$ cat src/verilog/bus_ack_pkg.sv
/*
 * package for the bus cycle acknowledge block: widths, pin levels,
 * sampler depth and the packed carriers for the slave and master sides.
 * assumes one 100 MHz clock and active-low acknowledge pins.
 */
package bus_ack_pkg;
    localparam int          DATA_W         = 32;
    localparam int          REG_W          = 16;
    localparam logic        ACK_ASSERTED   = 1'b0;  // pins are active low
    localparam logic        ACK_RELEASED   = 1'b1;
    localparam logic        OE_DRIVE       = 1'b0;  // output enable low while driving
    localparam logic        OE_FLOAT       = 1'b1;
    localparam logic        MODE_ACK_STYLE = 1'b1;  // bus style that uses the ack pins
    localparam int          SYNC_STAGES    = 2;
    localparam logic [15:0] UPPER_FILL     = 16'h0000; // meaningless upper half

    // register access that is finishing this cycle
    typedef struct packed {
        logic              done;   // one-cycle completion pulse
        logic [REG_W-1:0]  rdata;  // register read data
        logic              is_read;
    } slave_done_t;

    // master cycle request from the dma engine
    typedef struct packed {
        logic start;    // one-cycle start pulse
        logic sync_sel; // sync_sampling_select of the configuration
        logic wide;     // static bus size: 1 = 32-bit, 0 = 16-bit
    } master_req_t;
endpackage

$ cat src/verilog/ack_sampler.sv
/*
 * ack_sampler: takes one acknowledge pin either straight (synchronous bus)
 * or through a two flop synchroniser (asynchronous bus).
 * assumes the select is steady while a master cycle runs.
 */
`timescale 1ns/1ns
module ack_sampler
    import bus_ack_pkg::*;
#(
    parameter int STAGES = SYNC_STAGES
) (
    input  wire logic i_clk,
    input  wire logic i_reset_n,
    input  wire logic i_pin,
    input  wire logic i_sync_sel,
    output logic      o_level
);
    logic [STAGES-1:0] sync_q;

    // ================================================================
    // synchroniser chain; first flop is read only by the next flop
    always_ff @(posedge i_clk) begin
        if (!i_reset_n) begin
            sync_q <= {STAGES{ACK_RELEASED}};
        end else begin
            sync_q <= {sync_q[STAGES-2:0], i_pin};
        end
    end

    // synchronous bus saves the latency; async bus needs the chain
    assign o_level = i_sync_sel ? i_pin : sync_q[STAGES-1];
endmodule // ack_sampler

$ cat src/verilog/bus_cycle_acknowledge.sv
/*
 * bus_cycle_acknowledge: drives the two data/size acknowledge pins to end
 * register accesses and samples them to end the device's own master cycles.
 * assumes register logic gives a completion pulse and the dma engine a
 * start pulse; bus size and sampling style are static configuration bits.
 */
`timescale 1ns/1ns
module bus_cycle_acknowledge
    import bus_ack_pkg::*;
(
    input  wire logic              i_clk,
    input  wire logic              i_reset_n,
    input  wire logic              i_bus_style_select,
    input  wire slave_done_t       i_slave,
    input  wire master_req_t       i_master,
    input  wire logic              i_ack_pin_lower,
    input  wire logic              i_ack_pin_upper,
    output logic                   o_ack_pin_lower,
    output logic                   o_ack_pin_upper,
    output logic                   o_ack_oe_n,
    output logic [DATA_W-1:0]      o_data,
    output logic                   o_data_oe_n,
    output logic                   o_master_busy,
    output logic                   o_master_done,
    output logic                   o_wait_state
);
    typedef enum logic [0:0] {M_IDLE, M_ACTIVE} mstate_t;

    mstate_t state_q;
    logic    wide_q;
    logic    sync_q;
    logic    lower_lvl;
    logic    upper_lvl;
    logic    acked;
    logic    style_ok;

    // reset defaults of the latched configuration: a 32-bit synchronous
    // bus until the first master cycle says otherwise
    localparam logic WIDE_AT_RESET = 1'b1;
    localparam logic SYNC_AT_RESET = 1'b1;

    // on an asynchronous bus the chain still carries pin samples taken
    // before a cycle starts; that many sampled edges are skipped
    localparam int                 BLANK_W    = $clog2(SYNC_STAGES + 1);
    localparam logic [BLANK_W-1:0] BLANK_LOAD = BLANK_W'(SYNC_STAGES);

    logic [BLANK_W-1:0] blank_q;

    assign style_ok = (i_bus_style_select == MODE_ACK_STYLE);

    // ================================================================
    // acknowledge sampling, one sampler per pin
    ack_sampler #(.STAGES(SYNC_STAGES)) u_samp_lower (
        .i_clk      (i_clk),
        .i_reset_n  (i_reset_n),
        .i_pin      (i_ack_pin_lower),
        .i_sync_sel (sync_q),
        .o_level    (lower_lvl)
    );
    ack_sampler #(.STAGES(SYNC_STAGES)) u_samp_upper (
        .i_clk      (i_clk),
        .i_reset_n  (i_reset_n),
        .i_pin      (i_ack_pin_upper),
        .i_sync_sel (sync_q),
        .o_level    (upper_lvl)
    );

    // end condition depends only on the latched width, never the pattern;
    // nothing counts while the blanking counter still runs
    always_comb begin
        if (blank_q != '0) begin
            acked = 1'b0;
        end else if (wide_q) begin
            acked = (lower_lvl == ACK_ASSERTED) && (upper_lvl == ACK_ASSERTED);
        end else begin
            acked = (upper_lvl == ACK_ASSERTED);
        end
    end

    // ================================================================
    // slave termination: one-cycle drive of both pins and read data
    always_ff @(posedge i_clk) begin
        if (!i_reset_n) begin
            o_ack_pin_lower <= ACK_RELEASED;
            o_ack_pin_upper <= ACK_RELEASED;
            o_ack_oe_n      <= OE_FLOAT;
        end else if (i_slave.done && style_ok) begin
            o_ack_pin_lower <= ACK_ASSERTED;
            o_ack_pin_upper <= ACK_ASSERTED;
            o_ack_oe_n      <= OE_DRIVE;
        end else begin
            o_ack_pin_lower <= ACK_RELEASED;
            o_ack_pin_upper <= ACK_RELEASED;
            o_ack_oe_n      <= OE_FLOAT;
        end
    end

    // read data on the low half; the upper half is driven with filler
    always_ff @(posedge i_clk) begin
        if (!i_reset_n) begin
            o_data      <= '0;
            o_data_oe_n <= OE_FLOAT;
        end else if (i_slave.done && i_slave.is_read && style_ok) begin
            o_data      <= {UPPER_FILL, i_slave.rdata};
            o_data_oe_n <= OE_DRIVE;
        end else begin
            o_data_oe_n <= OE_FLOAT;
        end
    end

    // ================================================================
    // master cycle: configuration latched at start and held to the end
    always_ff @(posedge i_clk) begin
        if (!i_reset_n) begin
            state_q       <= M_IDLE;
            wide_q        <= WIDE_AT_RESET;
            sync_q        <= SYNC_AT_RESET;
            o_master_busy <= 1'b0;
            o_master_done <= 1'b0;
            o_wait_state  <= 1'b0;
        end else begin
            o_master_done <= 1'b0;
            unique case (state_q)
                M_IDLE: begin
                    o_wait_state <= 1'b0;
                    if (i_master.start && style_ok) begin
                        state_q       <= M_ACTIVE;
                        wide_q        <= i_master.wide;
                        sync_q        <= i_master.sync_sel;
                        o_master_busy <= 1'b1;
                    end
                end
                M_ACTIVE: begin
                    if (acked) begin
                        state_q       <= M_IDLE;
                        o_master_busy <= 1'b0;
                        o_master_done <= 1'b1;
                        o_wait_state  <= 1'b0;
                    end else begin
                        o_wait_state  <= 1'b1;
                    end
                end
            endcase
        end
    end

    // ================================================================
    // stale acknowledge blanking
    // the previous responder may still hold its ack for an edge or two
    // after the done pulse; on an asynchronous bus those late samples
    // sit in the synchroniser and would end the next cycle at once.
    // costs nothing on a synchronous bus, where the load is zero.
    always_ff @(posedge i_clk) begin
        if (!i_reset_n) begin
            blank_q <= '0;
        end else if (state_q == M_IDLE && i_master.start && style_ok) begin
            blank_q <= i_master.sync_sel ? '0 : BLANK_LOAD;
        end else if (blank_q != '0) begin
            blank_q <= blank_q - 1'b1;
        end
    end

    // ================================================================
    // checks
    // one property per rule; the tag closes the label's line

    // slave side
    a_slave_both_ack: assert property (@(posedge i_clk) disable iff (!i_reset_n)
        (i_slave.done && style_ok) |=> (!o_ack_pin_lower && !o_ack_pin_upper && !o_ack_oe_n))
        else $error("slave ack not driven on both pins");
    a_ack_pair_equal: assert property (@(posedge i_clk) disable iff (!i_reset_n)
        o_ack_pin_lower == o_ack_pin_upper)
        else $error("ack pins driven apart");
    a_read_low_data: assert property (@(posedge i_clk) disable iff (!i_reset_n)
        (i_slave.done && i_slave.is_read && style_ok)
        |=> (o_data[REG_W-1:0] == $past(i_slave.rdata)) && !o_data_oe_n)
        else $error("read data not on low lines");
    a_style_gate: assert property (@(posedge i_clk) disable iff (!i_reset_n)
        !style_ok |=> o_ack_oe_n)
        else $error("ack driven outside ack bus style");

    // master side
    a_master_wide_end: assert property (@(posedge i_clk) disable iff (!i_reset_n)
        (state_q == M_ACTIVE && wide_q && !(lower_lvl == ACK_ASSERTED
         && upper_lvl == ACK_ASSERTED)) |=> !o_master_done)
        else $error("32-bit cycle ended without both acks");
    a_master_narrow_end: assert property (@(posedge i_clk) disable iff (!i_reset_n)
        (state_q == M_ACTIVE && !wide_q && blank_q == '0 && upper_lvl == ACK_ASSERTED)
        |=> o_master_done)
        else $error("16-bit cycle missed upper ack");
    a_master_waits: assert property (@(posedge i_clk) disable iff (!i_reset_n)
        (state_q == M_ACTIVE && !acked) |=> (o_master_busy && o_wait_state))
        else $error("cycle dropped without ack");
    a_width_static: assert property (@(posedge i_clk) disable iff (!i_reset_n)
        (state_q == M_ACTIVE && $past(state_q) == M_ACTIVE) |-> $stable(wide_q))
        else $error("width changed within a cycle");
    a_done_after_ack: assert property (@(posedge i_clk) disable iff (!i_reset_n)
        o_master_done |-> $past(acked) && $past(state_q == M_ACTIVE))
        else $error("cycle ended without sampled ack");

    // refusals, pulse shapes and blanking
    a_start_refused: assert property (@(posedge i_clk) disable iff (!i_reset_n)
        (state_q == M_IDLE && i_master.start && !style_ok) |=> !o_master_busy)
        else $error("master cycle started outside ack bus style");
    a_stale_ack_blank: assert property (@(posedge i_clk) disable iff (!i_reset_n)
        (state_q == M_ACTIVE && blank_q != '0) |=> !o_master_done)
        else $error("cycle ended on a sample older than its start");
    a_done_one_cycle: assert property (@(posedge i_clk) disable iff (!i_reset_n)
        o_master_done |=> !o_master_done)
        else $error("done pulse longer than one cycle");
    a_data_drive_pulse: assert property (@(posedge i_clk) disable iff (!i_reset_n)
        !(i_slave.done && i_slave.is_read && style_ok) |=> o_data_oe_n)
        else $error("data lines driven without a finishing read");
endmodule // bus_cycle_acknowledge

$ cat config.mk
export PLATFORM = sky130hd
export DESIGN_NAME = bus_cycle_acknowledge
export DESIGN_NICKNAME = d
export VERILOG_FILES = /design/src/verilog/bus_ack_pkg.sv /design/src/verilog/ack_sampler.sv /design/src/verilog/bus_cycle_acknowledge.sv
export SDC_FILE = /design/constraint.sdc
export NUM_CORES = 1
export LEC_CHECK = 0
export ABC_AREA = 1
export BUFFER_PORTS_ARGS = -buffer_cell sky130_fd_sc_hd__buf_2
export CORE_ASPECT_RATIO = 2
export CORE_MARGIN = 3
export CORE_UTILIZATION = 35
export CTS_CLUSTER_DIAMETER = 50
export CTS_CLUSTER_SIZE = 8
export DETAILED_ROUTE_END_ITERATION = 7
export GPL_TIMING_DRIVEN = 1
export PLACE_DENSITY = 0.72
export SETUP_SLACK_MARGIN = 0.1
export SLEW_MARGIN = 20
export SYNTH_ARGS = -nofsm -noshare
export SYNTH_HDL_FRONTEND = slang
export SYNTH_SLANG_ARGS = --single-unit
$ cat constraint.sdc
create_clock -name i_clk -period 2.7 [get_ports i_clk]
set_input_delay 0.135 -clock i_clk [delete_from_list [all_inputs] [get_ports i_clk]]
set_output_delay 0.135 -clock i_clk [all_outputs]
set_load 0.01 [all_outputs]
Word-level counts from Yosys, hierarchy flattened
Index checks and enable logic that the tools add are counted.
{"block": "word_totals", "ff_bits": 30, "output_inout_bits": 39, "wordCells": 47}
{"block": "classes", "add_sub_neg": 1, "n_eq_ne": 2, "n_mux": 17, "bitwise": 3, "n_reduce_logical": 12}
{"cell": "two-way mux 1 bit", "n": 11}
{"cell": "logical AND 1 bit", "n": 7}
{"cell": "two-way mux 2 bit", "n": 3}
{"cell": "one-hot mux 1 bit (2 select lines)", "n": 3}
{"cell": "AND reduction 2 bit", "n": 3}
{"cell": "nonzero test 2 bit", "n": 2}
{"cell": "inverter 1 bit", "n": 3}
{"cell": "inequality test 2 x 1 -> 1 bit (second input constant)", "n": 1}
{"cell": "inequality test 2 bit (second input constant)", "n": 1}
{"cell": "subtractor 2 x 1 -> 2 bit (second input constant)", "n": 1}

Depth between registers and ports, before layout
{"block": "logic_depth", "ltp_word": 7, "mapped_depth": 8}

Cells and area by module
A second synthesis with hierarchy kept.
{"block": "hier_totals", "cells_unflattened": 156, "hier_area_um2": 1282.5}
{"mod": "bus_cycle_acknowledge", "n_inst": 1, "cells_per_inst": 136, "area_each_um2": 1142.3, "seq_area_each_um2": 520.5}
{"mod": "ack_sampler", "n_inst": 2, "cells_per_inst": 10, "area_each_um2": 70.1, "seq_area_each_um2": 40.0}

Worst setup path after synthesis
No wires, ideal clock.
{"block": "synth_timing", "path_kind": "reg2reg", "from": "register blank_q[0]", "to": "register blank_q[1]", "arrival_ns": 0.870, "required_time_ns": 2.590, "setup_slack_ns": 1.720, "stages_incl_launch_ff": 9, "period_less_slack_ns": 0.980, "path_cell_list": "dfxtp_1 -> inv_1 -> ha_1 -> inv_1 -> nand2_1 -> nand2_1 -> nand2_1 -> nand3_1 -> inv_1"}
{"block": "synth_via", "elab_chain_cells": 3, "elab_cells_between_ends": 5, "cone_classes": "add/sub (1); mux (2); reduce/logical (2)"}
{"element": "from (decl)", "line_no": "bus_cycle_acknowledge.sv:47", "source": "logic [BLANK_W-1:0] blank_q;"}
{"element": "from (signal assigned)", "line_no": "bus_cycle_acknowledge.sv:157", "source": "blank_q <= i_master.sync_sel ? '0 : BLANK_LOAD;"}
{"element": "from (signal assigned)", "line_no": "bus_cycle_acknowledge.sv:159", "source": "blank_q <= blank_q - 1'b1;"}
{"element": "subtractor 2 x 1 -> 2 bit", "line_no": "bus_cycle_acknowledge.sv:159"}
{"element": "two-way mux 2 bit", "line_no": "bus_cycle_acknowledge.sv:158", "source": "end else if (blank_q != '0) begin"}
{"element": "two-way mux 2 bit", "line_no": "bus_cycle_acknowledge.sv:156", "source": "end else if (state_q == M_IDLE && i_master.start && style_ok) begin"}
Several ways; a longest one is shown, not always the timed one. The select of a mux whose other input is x is not followed.
A chain may end at the register's enable or synchronous reset.

Worst setup path after layout
Same ends and word-level chain as after synthesis.

==> metrics.txt <==
power density over cell area 665 mW/mm^2; die area 0.00447 mm^2; Required @ worst endpoint 2.87 ns; Final Critical Period 1.08 ns; register area share after synthesis 46.8%; library cells used by synthesis 19; post-synth top area share 46.8%; worst skew pair latency 0.27 ns; clk_skew 0.00801 ns; initial DRC count 10; htree depth 2; Die Ht 91.6 um; max-slew violations 0; beginning of the worst hold path i_ack_pin_upper; hold_buf cts 0; number of clock sinks 30; Slew @ Worst Pin 0.711 ns; RR Startpoint blank_q[0]$_SDFFE_PN0P_; period utilisation layout 40.1%; post-cts sizing count 0; Layout area overhead 22.2%; max_slew headroom 52.6%; Fin. Hold Viols 0; Max rail drop VDD 387 uV; GRT overflow 0; Max Cap Viol 0; layout cell share with drive strength beyond 1 37.9%; TNS Setup 0 ns; r2r worst-path depth 8; Detailed Route WL 2490 um; Root Buffer clkbuf_8; r2r endpoint blank_q[1]$_SDFFE_PN0P_; Max Clk Rate 924 MHz; most frequent cells in the layout 48 x buf_2, 42 x nand2_1, 30 x dfxtp_1, 16 x conb_1; global-route wire length before repair 4110 um; Critical Path Sink Type flop; Crit path arrival time 1.26 ns; CP max stage delay 0.33 ns; ANT nets after route 0; DR pass1 iterations 4; final net count 229; Die W 48.8 um; mean area per synthesized cell 8.27 um^2; wire length per cell 9.93 um; maximum fanout along the worst path 5; HPWL after DPL 1850 um; crit path max-delay cell type dfxtp_1; largest net degree at the start of global routing 21; Initial Util 37.1%; RSZ-0062 raised after global routing false; Finished Core Util 45.4%; WHS Path Cells 3; Yosys warnings 0; r2r setup slk 1.62 ns; main area contributors after synthesis dfxtp_1 47%, nand2_1 12%, buf_4 11%; cts bufs inserted 5; Seq cells post-synth 30; Netlist Area Pre-Place 0.00128 mm^2; postcts setup bufs 0; I/O Pins 65; Final Wtd Congestion 0.771; Synth Instances 155; WHS Endpoint u_samp_upper.sync_q[0]$_SDFF_PN1_; Longest Clk Path Bufs 2; antenna fix cells 0; # DRC 0; critical path cell sequence inv_1 -> ha_1 -> inv_1 -> nand2_1 -> nand2_1 -> nand2_1 -> nand3_1 -> inv_1; IO buf count 48; hold_ws 0.0435 ns; via count of the first global-routing pass 955; # rows 30; vias per cell 4.09; total track usage 11.9%; Startpoint Class flop; worst hold path class in -> reg; most common cell after layout, fill and taps aside buf_2; vias 1026; run status finished, final reports clean; CP Class reg -> reg; final setup fails 0; dominant cell type by area after synthesis dfxtp_1; Pleak 0.773 nW; CTS tree built; initial antenna violation count 0; placeable core area 0.00345 mm^2; clock-pin slew on the worst setup and hold paths 0.06 ns
[sequential cells by signal, summed over array words and instances (netlist names), 2 cells and up]
register,count
o_data,16
blank_q,2
u_samp_lower.sync_q,2
u_samp_upper.sync_q,2
[worst max-delay path: cells and delay by family (launching register included)]
kind,cells,cell delay (ns)
adder cells (fa/ha/maj),1,0.24
buffers and inverters,3,0.19
AND/OR/NAND/NOR,4,0.22
flip-flops,1,0.33
[cells in the mapped netlist, drive strengths merged]
cell type,count
or2,3
nor3,1
dfxtp,30
buf,23
a21oi,16
nor2,10
nand3b,1
o21ai,1
ha,1
conb,1
inv,11
nand3,6
nand2,51
[worst max-delay path by stage]
stage	endpoint	start
after floorplan	blank_q[1]$_SDFFE_PN0P_	blank_q[0]$_SDFFE_PN0P_
after global placement	o_master_busy$_SDFFE_PN0P_	i_reset_n
after detailed placement	o_master_busy$_SDFFE_PN0P_	i_reset_n
after CTS	blank_q[1]$_SDFFE_PN0P_	blank_q[0]$_SDFFE_PN0P_
after global routing	blank_q[1]$_SDFFE_PN0P_	blank_q[0]$_SDFFE_PN0P_
final	blank_q[1]$_SDFFE_PN0P_	blank_q[0]$_SDFFE_PN0P_
[kinds of logic (layout without fill, tap and decap cells)]
kind of cell	after synthesis	count (layout)	share of synthesized area [%]
other	1	16	0.292
DFF	30	30	46.8
and+or+nand+nor	72	72	25.4
adders and majority gates	1	1	0.975
AOI/OAI and AO/OA	17	17	9.27
buffers and inverters	34	67	17.3
[routing by layer]
layer  GRT usage [%]  up-vias  wire (um)
li1                -      535          -
met1            11.6      439        953
met2            21.7       48       1290
met3            4.11        4        209
met4            5.70        0         40
met5               0        -          0
[stage by stage]
step	total power [mW]	instances	instance area, um^2	setup WS [ns]
2_1_floorplan	0.598	170	1340	1.72
3_3_place_gp	0.620	243	1460	1.52
3_5_place_dp	0.623	243	1460	1.50
4_1_cts	1.06	251	1570	1.62
5_1_grt	1.10	251	1570	1.50
6_report	1.04	251	1570	1.62
[layout make-up]
type                            count  area, um^2
Clock buffer                        7        76.3
Clock inverter                      1        30.0
Fill cell                         383        1890
Inverter                           11        43.8
Multi-Input combinational cell    106         517
Sequential cell                    30         601
Tap cell                           48        60.1
Timing Repair Buffer               48         240
[power breakdown]
part	leakage, nW	switching, mW	internal, mW
logic	0.475	0.0838	0.0524
registers	0.245	0.0106	0.467
clock network	0.0524	0.154	0.276
No activity file was read; power rests on OpenSTA's default activity.
